$ cat src/pkg/crm_pkg.sv
package crm_pkg;

    // condition word field positions
    localparam int unsigned CSW_STOP_BIT  = 15;
    localparam int unsigned CSW_MV_BIT    = 14;
    localparam int unsigned CSW_H_BIT     = 13;
    localparam int unsigned CSW_EV_BIT    = 12;
    localparam int unsigned CSW_N_BIT     = 11;
    localparam int unsigned CSW_Z_BIT     = 10;
    localparam int unsigned CSW_V_BIT     = 9;
    localparam int unsigned CSW_C_BIT     = 8;
    localparam int unsigned CSW_IP_LSB    = 5;
    localparam int unsigned CSW_SM_BIT    = 4;
    localparam int unsigned CSW_PK_LSB    = 0;

    // mac accumulator layout
    localparam int unsigned MAC_SIGN_BIT  = 35;
    localparam int unsigned MAC_EXT_BIT   = 31;

    // saturation limits of the mac accumulator
    localparam logic [35:0] MAC_SAT_POS   = 36'h7FFFFFFFF;
    localparam logic [35:0] MAC_SAT_NEG   = 36'h800000000;

    // stack step sizes
    localparam logic [19:0] STEP_WORD     = 20'h00002;
    localparam logic [19:0] STEP_BYTE     = 20'h00001;

    // register select codes for the write port
    typedef enum logic [3:0] {
        CRM_SEL_ACC_HI = 4'h0,
        CRM_SEL_ACC_LO = 4'h1,
        CRM_SEL_DBL    = 4'h2,
        CRM_SEL_EXTRA  = 4'h3,
        CRM_SEL_IDX_X  = 4'h4,
        CRM_SEL_IDX_Y  = 4'h5,
        CRM_SEL_IDX_Z  = 4'h6,
        CRM_SEL_SP     = 4'h7,
        CRM_SEL_PC     = 4'h8,
        CRM_SEL_CSW    = 4'h9,
        CRM_SEL_KREG   = 4'hA,
        CRM_SEL_SK     = 4'hB,
        CRM_SEL_HR     = 4'hC,
        CRM_SEL_IR     = 4'hD,
        CRM_SEL_MSK    = 4'hE,
        CRM_SEL_NONE   = 4'hF
    } crm_sel_e;

    // address space marking
    typedef enum logic [0:0] {
        CRM_SPACE_DATA = 1'b0,
        CRM_SPACE_PROG = 1'b1
    } crm_space_e;

    // address source for the address generator
    typedef enum logic [2:0] {
        CRM_ASRC_PC  = 3'h0,
        CRM_ASRC_X   = 3'h1,
        CRM_ASRC_Y   = 3'h2,
        CRM_ASRC_Z   = 3'h3,
        CRM_ASRC_SP  = 3'h4,
        CRM_ASRC_EXT = 3'h5,
        CRM_ASRC_VEC = 3'h6
    } crm_asrc_e;

    // flag update from the execution logic
    typedef struct packed {
        logic       upd_nzv;   // update n, z, v
        logic       upd_c;     // update carry
        logic       upd_h;     // update half carry
        logic       n_in;
        logic       z_in;
        logic       v_in;
        logic       c_in;
        logic       h_in;
    } crm_flags_s;

    // reset vector payload for the third index pair
    typedef struct packed {
        logic        load;
        logic [3:0]  bank;
        logic [15:0] ptr;
    } crm_rstvec_s;

endpackage

$ cat src/logic/crm_core.sv
// Overview of operation
// - two byte accumulators, double view, extra accumulator
// - three 16-bit index registers with banks
// - reset vector loads third index and bank
// - stack decrements on push, increments on pull
// - stack steps by word, bytes allowed
// - 20-bit program counter, fetch bit zero forced
// - fixed condition word bit layout
// - stop bit clear halts clock on stop
// - overflow into bit 35 sets mac flag
// - overflow into bit 31 sets extension flag
// - nibble carry in decimal add sets half
// - negative set from most significant bit
// - zero set when all bits clear
// - signed overflow sets overflow flag
// - carry from arithmetic, chained through shifts
// - three-bit priority mask gates interrupts
// - saturated mac reads clamp by old sign
// - six bank fields, four in bank register
// - address is bank over 16-bit byte address
// - mac multiplier, multiplicand, accumulator, masks
// - fetches and reset vector are program space
module crm_core (
    input  wire logic                 clk_sys_i,
    input  wire logic                 resetn_i,
    // register write port from execution logic
    input  wire logic                 wr_en_i,
    input  wire crm_pkg::crm_sel_e    wr_sel_i,
    input  wire logic [15:0]          wr_data_i,
    input  wire logic [3:0]           wr_bank_i,
    input  wire crm_pkg::crm_flags_s  flags_i,
    input  wire logic                 reset_vec_valid_i,
    input  wire crm_pkg::crm_rstvec_s rst_vec_i,
    // program counter and stack control
    input  wire logic                 pc_load_i,
    input  wire logic [19:0]          pc_next_i,
    input  wire logic                 push_i,
    input  wire logic                 pull_i,
    input  wire logic                 byte_op_i,
    // address generation
    input  wire crm_pkg::crm_asrc_e   asrc_i,
    input  wire logic [15:0]          ext_addr_i,
    input  wire logic [15:0]          vec_addr_i,
    input  wire logic                 vec_is_reset_i,
    // mac interface
    input  wire logic                 mac_wr_i,
    input  wire logic [35:0]          mac_sum_i,
    input  wire logic                 mac_ovf35_i,
    input  wire logic                 mac_ovf31_i,
    input  wire logic                 flag_clr_mv_i,
    input  wire logic                 flag_clr_ev_i,
    // stop and interrupt
    input  wire logic                 stop_exec_i,
    input  wire logic [2:0]           irq_level_i,
    // register bus
    input  wire logic [3:0]           bus_addr_i,
    input  wire logic [15:0]          bus_wdata_i,
    input  wire logic                 bus_we_i,
    input  wire logic                 bus_re_i,
    output logic [15:0]               bus_rdata_o,
    // outputs
    output logic [19:0]               addr_o,
    output logic                      space_prog_o,
    output logic [15:0]               dbl_acc_o,
    output logic [15:0]               extra_acc_o,
    output logic [15:0]               csw_o,
    output logic [35:0]               mac_read_o,
    output logic                      irq_accept_o,
    output logic                      clk_halt_o
);

    // programmer visible state
    logic [7:0]  acc_hi_q, acc_lo_q;
    logic [15:0] extra_q;
    logic [15:0] idx_x_q, idx_y_q, idx_z_q, sp_q, pc_q;
    logic [3:0]  bk_x_q, bk_y_q, bk_z_q, bk_e_q, bk_s_q, bk_p_q;
    logic        stop_q, mv_q, h_q, ev_q, n_q, z_q, v_q, c_q, sm_q;
    logic [2:0]  ip_q;
    logic [15:0] hr_q, ir_q;
    logic [35:0] am_q;
    logic        am_sign_q;
    logic [7:0]  modulo_mask_first_q, modulo_mask_second_q;
    logic        halt_q;
    logic [15:0] rdata_q;

    // write decode
    wire         wr_hi   = wr_en_i && (wr_sel_i == crm_pkg::CRM_SEL_ACC_HI);
    wire         wr_lo   = wr_en_i && (wr_sel_i == crm_pkg::CRM_SEL_ACC_LO);
    wire         wr_dbl  = wr_en_i && (wr_sel_i == crm_pkg::CRM_SEL_DBL);
    wire         wr_e    = wr_en_i && (wr_sel_i == crm_pkg::CRM_SEL_EXTRA);
    wire         wr_x    = wr_en_i && (wr_sel_i == crm_pkg::CRM_SEL_IDX_X);
    wire         wr_y    = wr_en_i && (wr_sel_i == crm_pkg::CRM_SEL_IDX_Y);
    wire         wr_z    = wr_en_i && (wr_sel_i == crm_pkg::CRM_SEL_IDX_Z);
    wire         wr_sp   = wr_en_i && (wr_sel_i == crm_pkg::CRM_SEL_SP);
    wire         wr_csw  = wr_en_i && (wr_sel_i == crm_pkg::CRM_SEL_CSW);
    wire         wr_k    = wr_en_i && (wr_sel_i == crm_pkg::CRM_SEL_KREG);
    wire         wr_sk   = wr_en_i && (wr_sel_i == crm_pkg::CRM_SEL_SK);
    wire         wr_hr   = wr_en_i && (wr_sel_i == crm_pkg::CRM_SEL_HR);
    wire         wr_ir   = wr_en_i && (wr_sel_i == crm_pkg::CRM_SEL_IR);
    wire         wr_msk  = wr_en_i && (wr_sel_i == crm_pkg::CRM_SEL_MSK);

    // stack step: word normally, byte when asked
    wire [19:0]  sp_step = byte_op_i ? crm_pkg::STEP_BYTE
                                     : crm_pkg::STEP_WORD;
    wire [19:0]  sp_full = {bk_s_q, sp_q};
    wire [19:0]  sp_push = sp_full - sp_step;
    wire [19:0]  sp_pull = sp_full + sp_step;
    wire [19:0]  sp_next = push_i ? sp_push : (pull_i ? sp_pull : sp_full);

    // condition word assembly
    assign csw_o = {stop_q, mv_q, h_q, ev_q, n_q, z_q, v_q, c_q,
                    ip_q, sm_q, bk_p_q};
    wire [15:0]  kreg = {bk_e_q, bk_x_q, bk_y_q, bk_z_q};

    // accumulator views
    assign dbl_acc_o   = {acc_hi_q, acc_lo_q};
    assign extra_acc_o = extra_q;

    // mac read with saturation
    wire         mac_ovf_any = mv_q || ev_q;
    wire         sat_on      = sm_q && mac_ovf_any;
    wire [35:0]  sat_val     = am_sign_q ? crm_pkg::MAC_SAT_NEG
                                         : crm_pkg::MAC_SAT_POS;
    assign mac_read_o = sat_on ? sat_val : am_q;

    // interrupt masking: request must exceed mask, level 7 always
    assign irq_accept_o = (irq_level_i > ip_q) ||
                          (irq_level_i == 3'h7);

    // address generation
    logic [19:0] addr_d;
    always_comb begin
        case (asrc_i)
            crm_pkg::CRM_ASRC_PC: addr_d = {bk_p_q, pc_q[15:1], 1'b0};
            crm_pkg::CRM_ASRC_X:   addr_d = {bk_x_q, idx_x_q};
            crm_pkg::CRM_ASRC_Y:   addr_d = {bk_y_q, idx_y_q};
            crm_pkg::CRM_ASRC_Z:   addr_d = {bk_z_q, idx_z_q};
            crm_pkg::CRM_ASRC_SP:  addr_d = sp_full;
            crm_pkg::CRM_ASRC_EXT: addr_d = {bk_e_q, ext_addr_i};
            crm_pkg::CRM_ASRC_VEC: addr_d = {4'h0, vec_addr_i};
            default:               addr_d = 20'h00000;
        endcase
    end
    assign addr_o = addr_d;
    assign space_prog_o = (asrc_i == crm_pkg::CRM_ASRC_PC) ||
                          ((asrc_i == crm_pkg::CRM_ASRC_VEC)
                           && vec_is_reset_i);

    // stop control
    assign clk_halt_o = halt_q;

    // register bus read mux
    logic [15:0] rd_mux;
    always_comb begin
        case (bus_addr_i)
            4'h0:    rd_mux = {acc_hi_q, acc_lo_q};
            4'h1:    rd_mux = extra_q;
            4'h2:    rd_mux = idx_x_q;
            4'h3:    rd_mux = idx_y_q;
            4'h4:    rd_mux = idx_z_q;
            4'h5:    rd_mux = sp_q;
            4'h6:    rd_mux = pc_q;
            4'h7:    rd_mux = csw_o;
            4'h8:    rd_mux = kreg;
            4'h9:    rd_mux = {12'h000, bk_s_q};
            4'hA:    rd_mux = hr_q;
            4'hB:    rd_mux = ir_q;
            4'hC:    rd_mux = mac_read_o[35:20];
            4'hD:    rd_mux = mac_read_o[15:0];
            4'hE:    rd_mux = {modulo_mask_first_q, modulo_mask_second_q};
            default: rd_mux = 16'h0000;
        endcase
    end
    assign bus_rdata_o = rdata_q;

    // read data register, one cycle after strobe
    always_ff @(posedge clk_sys_i) begin
        if (!resetn_i) begin
            rdata_q <= 16'h0000;
        end else begin
            rdata_q <= bus_re_i ? rd_mux : 16'h0000;
        end
    end

    // accumulators, index and mac operand registers; undefined at reset
    always_ff @(posedge clk_sys_i) begin
        if (wr_hi || wr_dbl) begin
            acc_hi_q <= wr_dbl ? wr_data_i[15:8] : wr_data_i[7:0];
        end
        if (wr_lo || wr_dbl) begin
            acc_lo_q <= wr_data_i[7:0];
        end
        if (wr_e) extra_q <= wr_data_i;
        if (wr_x) idx_x_q <= wr_data_i;
        if (wr_y) idx_y_q <= wr_data_i;
        if (wr_hr) hr_q <= wr_data_i;
        if (wr_ir) ir_q <= wr_data_i;
        if (wr_msk) begin
            modulo_mask_first_q <= wr_data_i[15:8];
            modulo_mask_second_q <= wr_data_i[7:0];
        end
        if (mac_wr_i) begin
            am_q      <= mac_sum_i;
            am_sign_q <= am_q[crm_pkg::MAC_SIGN_BIT];
        end
    end

    // bank fields, stack pointer and program counter
    always_ff @(posedge clk_sys_i) begin
        if (reset_vec_valid_i && rst_vec_i.load) begin
            idx_z_q <= rst_vec_i.ptr;
            bk_z_q  <= rst_vec_i.bank;
        end else if (wr_z) begin
            idx_z_q <= wr_data_i;
            bk_z_q  <= wr_bank_i;
        end else if (wr_k) begin
            bk_z_q  <= wr_data_i[3:0];
        end
        if (wr_k) begin
            bk_e_q <= wr_data_i[15:12];
            bk_x_q <= wr_data_i[11:8];
            bk_y_q <= wr_data_i[7:4];
        end else begin
            if (wr_x) bk_x_q <= wr_bank_i;
            if (wr_y) bk_y_q <= wr_bank_i;
        end
        if (wr_sp) begin
            {bk_s_q, sp_q} <= {wr_bank_i, wr_data_i};
        end else if (wr_sk) begin
            bk_s_q <= wr_data_i[3:0];
        end else begin
            {bk_s_q, sp_q} <= sp_next;
        end
        if (pc_load_i) begin
            {bk_p_q, pc_q} <= pc_next_i;
        end else if (wr_csw) begin
            bk_p_q <= wr_data_i[3:0];
        end
    end

    // condition flags; hardware set wins over clear
    always_ff @(posedge clk_sys_i) begin
        if (!resetn_i) begin
            stop_q <= 1'b0;
            ip_q   <= 3'h7;
            sm_q   <= 1'b0;
            mv_q   <= 1'b0;
            ev_q   <= 1'b0;
            halt_q <= 1'b0;
        end else begin
            if (wr_csw) begin
                stop_q <= wr_data_i[crm_pkg::CSW_STOP_BIT];
                ip_q   <= wr_data_i[crm_pkg::CSW_IP_LSB +: 3];
                sm_q   <= wr_data_i[crm_pkg::CSW_SM_BIT];
            end
            if (mac_wr_i && mac_ovf35_i) begin
                mv_q <= 1'b1;
            end else if (flag_clr_mv_i) begin
                mv_q <= 1'b0;
            end else if (wr_csw) begin
                mv_q <= wr_data_i[crm_pkg::CSW_MV_BIT];
            end
            if (mac_wr_i && mac_ovf31_i) begin
                ev_q <= 1'b1;
            end else if (flag_clr_ev_i) begin
                ev_q <= 1'b0;
            end else if (wr_csw) begin
                ev_q <= wr_data_i[crm_pkg::CSW_EV_BIT];
            end
            halt_q <= halt_q || (stop_exec_i && !stop_q);
        end
    end

    // arithmetic flags supplied by execution logic
    always_ff @(posedge clk_sys_i) begin
        if (flags_i.upd_nzv) begin
            n_q <= flags_i.n_in;
            z_q <= flags_i.z_in;
            v_q <= flags_i.v_in;
        end else if (wr_csw) begin
            n_q <= wr_data_i[crm_pkg::CSW_N_BIT];
            z_q <= wr_data_i[crm_pkg::CSW_Z_BIT];
            v_q <= wr_data_i[crm_pkg::CSW_V_BIT];
        end
        if (flags_i.upd_c) begin
            c_q <= flags_i.c_in;
        end else if (wr_csw) begin
            c_q <= wr_data_i[crm_pkg::CSW_C_BIT];
        end
        if (flags_i.upd_h) begin
            h_q <= flags_i.h_in;
        end else if (wr_csw) begin
            h_q <= wr_data_i[crm_pkg::CSW_H_BIT];
        end
    end

endmodule

$ cat config.mk
export PLATFORM = sky130hd
export DESIGN_NAME = crm_core
export DESIGN_NICKNAME = d
export VERILOG_FILES = /design/src/pkg/crm_pkg.sv /design/src/logic/crm_core.sv
export SDC_FILE = /design/constraint.sdc
export NUM_CORES = 1
export LEC_CHECK = 0
export BUFFER_PORTS_ARGS = -buffer_cell sky130_fd_sc_hd__buf_2
export CORE_ASPECT_RATIO = 1.1
export CORE_MARGIN = 3
export CORE_UTILIZATION = 40
export DETAILED_ROUTE_END_ITERATION = 6
export GPL_ROUTABILITY_DRIVEN = 0
export HOLD_SLACK_MARGIN = 0.02
export PLACE_DENSITY = 0.6
export SYNTH_ARGS = -nofsm -noshare
export SYNTH_HDL_FRONTEND = slang
export SYNTH_SLANG_ARGS = --single-unit
$ cat constraint.sdc
create_clock -name clk_sys_i -period 8.35 [get_ports clk_sys_i]
set_clock_uncertainty 0.15 [all_clocks]
set_input_delay 1.67 -clock clk_sys_i [delete_from_list [all_inputs] [get_ports clk_sys_i]]
set_output_delay 1.67 -clock clk_sys_i [all_outputs]
set_load 0.01 [all_outputs]
* Word level (Yosys, flattened, before mapping)
Index checks and enable logic that the tools add are counted.
** Word-level totals
- Flip-flop bits (word level) :: 250
- Bits of input ports :: 184
- Output and inout port bits :: 123
- Logic and storage cells :: 153
** Cells by class
- Add/sub/neg operators :: 2
- Magnitude comparators :: 1
- Equality and inequality tests :: 35
- Multiplexer cells :: 39
- Reduce and logical (&&, ||, !) cells :: 44
** Operators with widths (number)
- 16-bit one-hot mux with 15 select lines :: 1
- 20-bit one-hot mux with 7 select lines :: 1
- 36-bit two-way mux :: 2
- 16-bit two-way mux :: 4
- 4-bit equality test (second input constant) :: 13
- 4-bit two-way mux :: 11
- 20-bit two-way mux :: 2
- 4-bit by 3-bit equality test with 1-bit output (second input constant) :: 8
- 20-bit by 2-bit adder with 20-bit output :: 1
- 1-bit logical AND :: 20
- 20-bit by 2-bit subtractor with 20-bit output :: 1
- 4-bit by 2-bit equality test with 1-bit output (second input constant) :: 4
- 1-bit two-way mux :: 16
- 2-bit nonzero test :: 7
- 3-bit equality test (second input constant) :: 4
- 3-bit nonzero test :: 4
- 4-bit by 1-bit equality test with 1-bit output (second input constant) :: 2
- 4-bit logical NOT :: 2
- 8-bit two-way mux :: 1
- 3-bit by 2-bit equality test with 1-bit output (second input constant) :: 2
- 1-bit logical OR :: 6
- 2-bit AND reduction :: 2
- 4-bit nonzero test :: 1
- 3-bit by 1-bit equality test with 1-bit output (second input constant) :: 1
- other kinds (5) :: 5

* Depth between registers and ports, before layout
- Word-level depth :: 6
- Depth in mapped cells :: 10
- Mapped depth without buffers :: 10

* Least setup slack after synthesis
No wires, ideal clock.
- Kind :: input -> output
- Start point :: input asrc_i[1]
- End point :: output addr_o[1]
- Arrival time :: 2908 ps
- Data required time :: 6530 ps
- Slack :: 3622 ps
- Cell stages on the path :: 6
- Path through :: clkbuf_1 nor2b_1 clkbuf_1 clkbuf_1 a22oi_1 o21ai_0
** On the way
- Word-level cells in the longest chain between the ends :: 2
- Elaborated cells on any way between the ends :: 8
- Classes of those cells :: eq/ne: 6; mux: 1; reduce/logical: 1
** RTL lines
- start: declaration :: RTL line crm_core.sv:41 : input wire crm_pkg::crm_asrc_e asrc_i,
- 3-bit equality test, or another cell as far along :: RTL line crm_core.sv:133 : case (asrc_i)
- 20-bit one-hot mux with 7 select lines * :: RTL line crm_core.sv:133
- end: declaration :: RTL line crm_core.sv:62 : output logic [19:0] addr_o,
Mark *: on every way between the ends. The rest lies on a longest branch, timed or not.

* Final worst setup path
- Start point :: input asrc_i[2]
- End point :: output addr_o[18]
The elaborated chain is that of the path after synthesis.

==> results.toml <==
[power]
switching_share_pct = 30.8
p_int_w = 0.00259
vdd_drop_max_v = 0.000146
seq_power_share_pct = 44.0
p_leak_nw = 6.10
power_density_mw_per_mm2 = 244
p_sw_w = 0.00115
clkPwrFrac_pct = 32.4
power_frac_comb_pct = 23.6

[worst_setup_path]
crit_type = "input pin to output port"
crit_arrival_ns = 4.25
critPathMaxStageDelay_ns = 0.80
rrSetupSlack_ns = 5.13
crit_path_start = "asrc_i[2]"
path_cells = "buf_2 -> inv_1 -> nor2_1 -> a22oi_1 -> nor2_1 -> a21oi_1 -> o21ai_0 -> buf_2"
ff2ff_path_depth = 10
crit_family = "buffers and inverters"
start_kind = "input pin"
cp_slowest_cell = "nor2_1"
cp_data_required_time_ns = 6.53
critPathBufInv = 3
r2r-start = "sp_q[0]"
crit_path_max_fanout = 28
endpoint_kind = "output port"
timing.rr.end = "bk_s_q[0]"

[synth]
synth_common_cells = "edfxtp_1 (226), nand2_1 (77), nor2_1 (77)"
syn-cell-area_mm2 = 0.0127
synth-edff-count = 226
yosysSeqAreaShare_pct = 57.4
syn_inst = 1034
yosys_warnings = 0
synth_top_area_cell = "edfxtp_1"
ys_async_sr_fraction_pct = 0
synth_most_common_cell = "edfxtp_1"
syn_area_per_cell_um2 = 12.2
yosys_register_bits = 250
synth.distinct_cells = 76
synth_top_area_share_pct = 53.6
yosys_most_used_dff = "edfxtp_1"
synth_nets = 1241
synth.area.top_cells = "edfxtp_1 (54%), mux2_2 (3.8%), dfxtp_1 (3.8%), mux2i_1 (3.6%), a22oi_1 (3.5%)"

[sta]
rsz0062_at_grt = "no"
fin_hold_ws_ns = 0.306
period_share_pct = 72.6
finalSetupViolations = 0
tightest_slew_ns = 1.37
maxSlewHeadroom_pct = 8.45
finalSetupTns_ns = 0
post-route-min-period_ns = 6.07
max_freq_ghz = 0.165
timing_hold_violations_final = 0
finalMaxSlewViolations = 0

[grt]
grt_first_pass_wirelength_mm = 65.2
grt_max_degree = 40
grt-ovfl-total = 0
grt.total_usage_pct = 26.3
grt_pass1_vias = 9933
antenna_found_initial = 3

[placement]
hpwl_mm = 33.9
portBuffers = 289

[clock_network]
ctsResizeCount = 0
cts_tree = "built"
clock-sinks = 250
ctsRootBufferMaster = "clkbuf_16"
cts_hold_buf = 0
clkSlewWorstSetupHoldPaths_ns = 0.06
cts_setup_buffers = 0
cts_made_buffers = 28
clkLatencyLatePin_ns = 0.55
clockBufferDepth = 3
htree_levels = 1

[drt]
drc_errors = 0
ant_nets = 0
vias = 10347
drt_iter0_drc = 1234
avgRoutedWirePerCell_um = 26.9
routed_wl_mm = 46.6
first_pass_iters = 6
via_per_inst = 5.96

[min_path]
hold_path_startpoint = "am_q[35]"
hold_depth = 0
whs_endpoint = "am_sign_q"
hold_class = "register to register"

[floorplan]
fp.dieH_um = 193
start_util_pct = 41.0
rows = 67
die_area_mm2 = 0.0338
fp.dieW_um = 176
coreArea_mm2 = 0.0308
ios = 307

[flow_run]
drv_cap = 0

[cells_and_area]
drive_gt1_share_pct = 33.1
area_growth_syn_to_layout_pct = 21.2
fin_util_pct = 49.7
antennaDiodeCount = 0
fin_nets = 1507

[status]
outcome = "finished clean"
-- per-stage QoR --
| step | cells | power [W] | area (µm²) | worst slack [ns] |
|---|---|---|---|---|
| floorplan | 1034 | 0.00219 | 12700 | 3.62 |
| global placement | 1684 | 0.00252 | 14400 | 2.35 |
| detailed placement | 1684 | 0.00254 | 14400 | 2.36 |
| CTS | 1736 | 0.00374 | 15300 | 2.35 |
| global route | 1736 | 0.00389 | 15300 | 2.20 |
| finish | 1736 | 0.00375 | 15300 | 2.28 |
-- cells in the final DEF (no fill, tap or decap), drive strengths merged, types with 29 or more instances in the layout --
cell type	Yosys	layout
a21oi	60	60
inv	29	29
mux2	43	43
edfxtp	226	226
nor2	79	79
nand2	78	78
a22oi	59	59
buf	46	310
o21ai	31	31
clkbuf	28	40
mux2i	45	45
a22o	30	30
-- sequential cells by signal, summed over array words and instances, names as in the netlist, 3 cells and up --
signal and cells:
acc_hi_q 8, acc_lo_q 8, am_q 36, bk_e_q 4, bk_p_q 4, bk_s_q 4, bk_x_q 4, bk_y_q 4
bk_z_q 4, bus_rdata_o 16, extra_acc_o 16, hr_q 16, idx_x_q 16, idx_y_q 16, idx_z_q 16, ip_q 3
ir_q 16, modulo_mask_first_q 8, modulo_mask_second_q 8, pc_q 16, sp_q 16
-- layout make-up --
class                           instances  area, µm²
Fill cell                            2872      15500
Sequential cell                       250       7270
Multi-Input combinational cell        680       4940
Timing Repair Buffer                  310       1600
Clock buffer                           40        820
Tap cell                              414        518
Inverter                               30        113
Clock inverter                         12       81.3
-- worst max path at each step --
stage                       endpoint  slack (ns)  cells past startpoint
final                     addr_o[18]        2.28                      8
after global routing      addr_o[18]        2.20                      8
after CTS                 addr_o[18]        2.35                      8
after detailed placement  addr_o[18]        2.36                      8
after global placement    addr_o[18]        2.35                      8
after floorplan            addr_o[1]        3.62                      6
-- routing by layer --
metal / GRT usage [%] / vias up / share of wire, %
met1: 35.4 / 5013 / 40
met4: 7.52 / 6 / 2.9
li1: - / 4560 / -
met5: 0 / - / 0.075
met2: 42.6 / 666 / 46
met3: 6.24 / 102 / 11
-- cells by family after synthesis --
logic type,Yosys count,synth area share [%]
and+or+nand+nor,253,10.1
muxes,93,8.27
adders and majority gates,23,2.33
xor gates and xnor gates,14,0.969
AOI/OAI and AO/OA,297,17.0
DFF,250,57.4
buffers and inverters,104,3.98
-- power groups by stage --
stage,clock (W),sequential (W),combinational [W]
after floorplan,0,0.00159,0.000602
after global placement,0,0.00166,0.000857
after detailed placement,0,0.00167,0.000872
after CTS,0.00123,0.00164,0.000877
after global routing,0.00127,0.00165,0.000965
final,0.00121,0.00165,0.000884
Power figures use the tool's default switching activity.
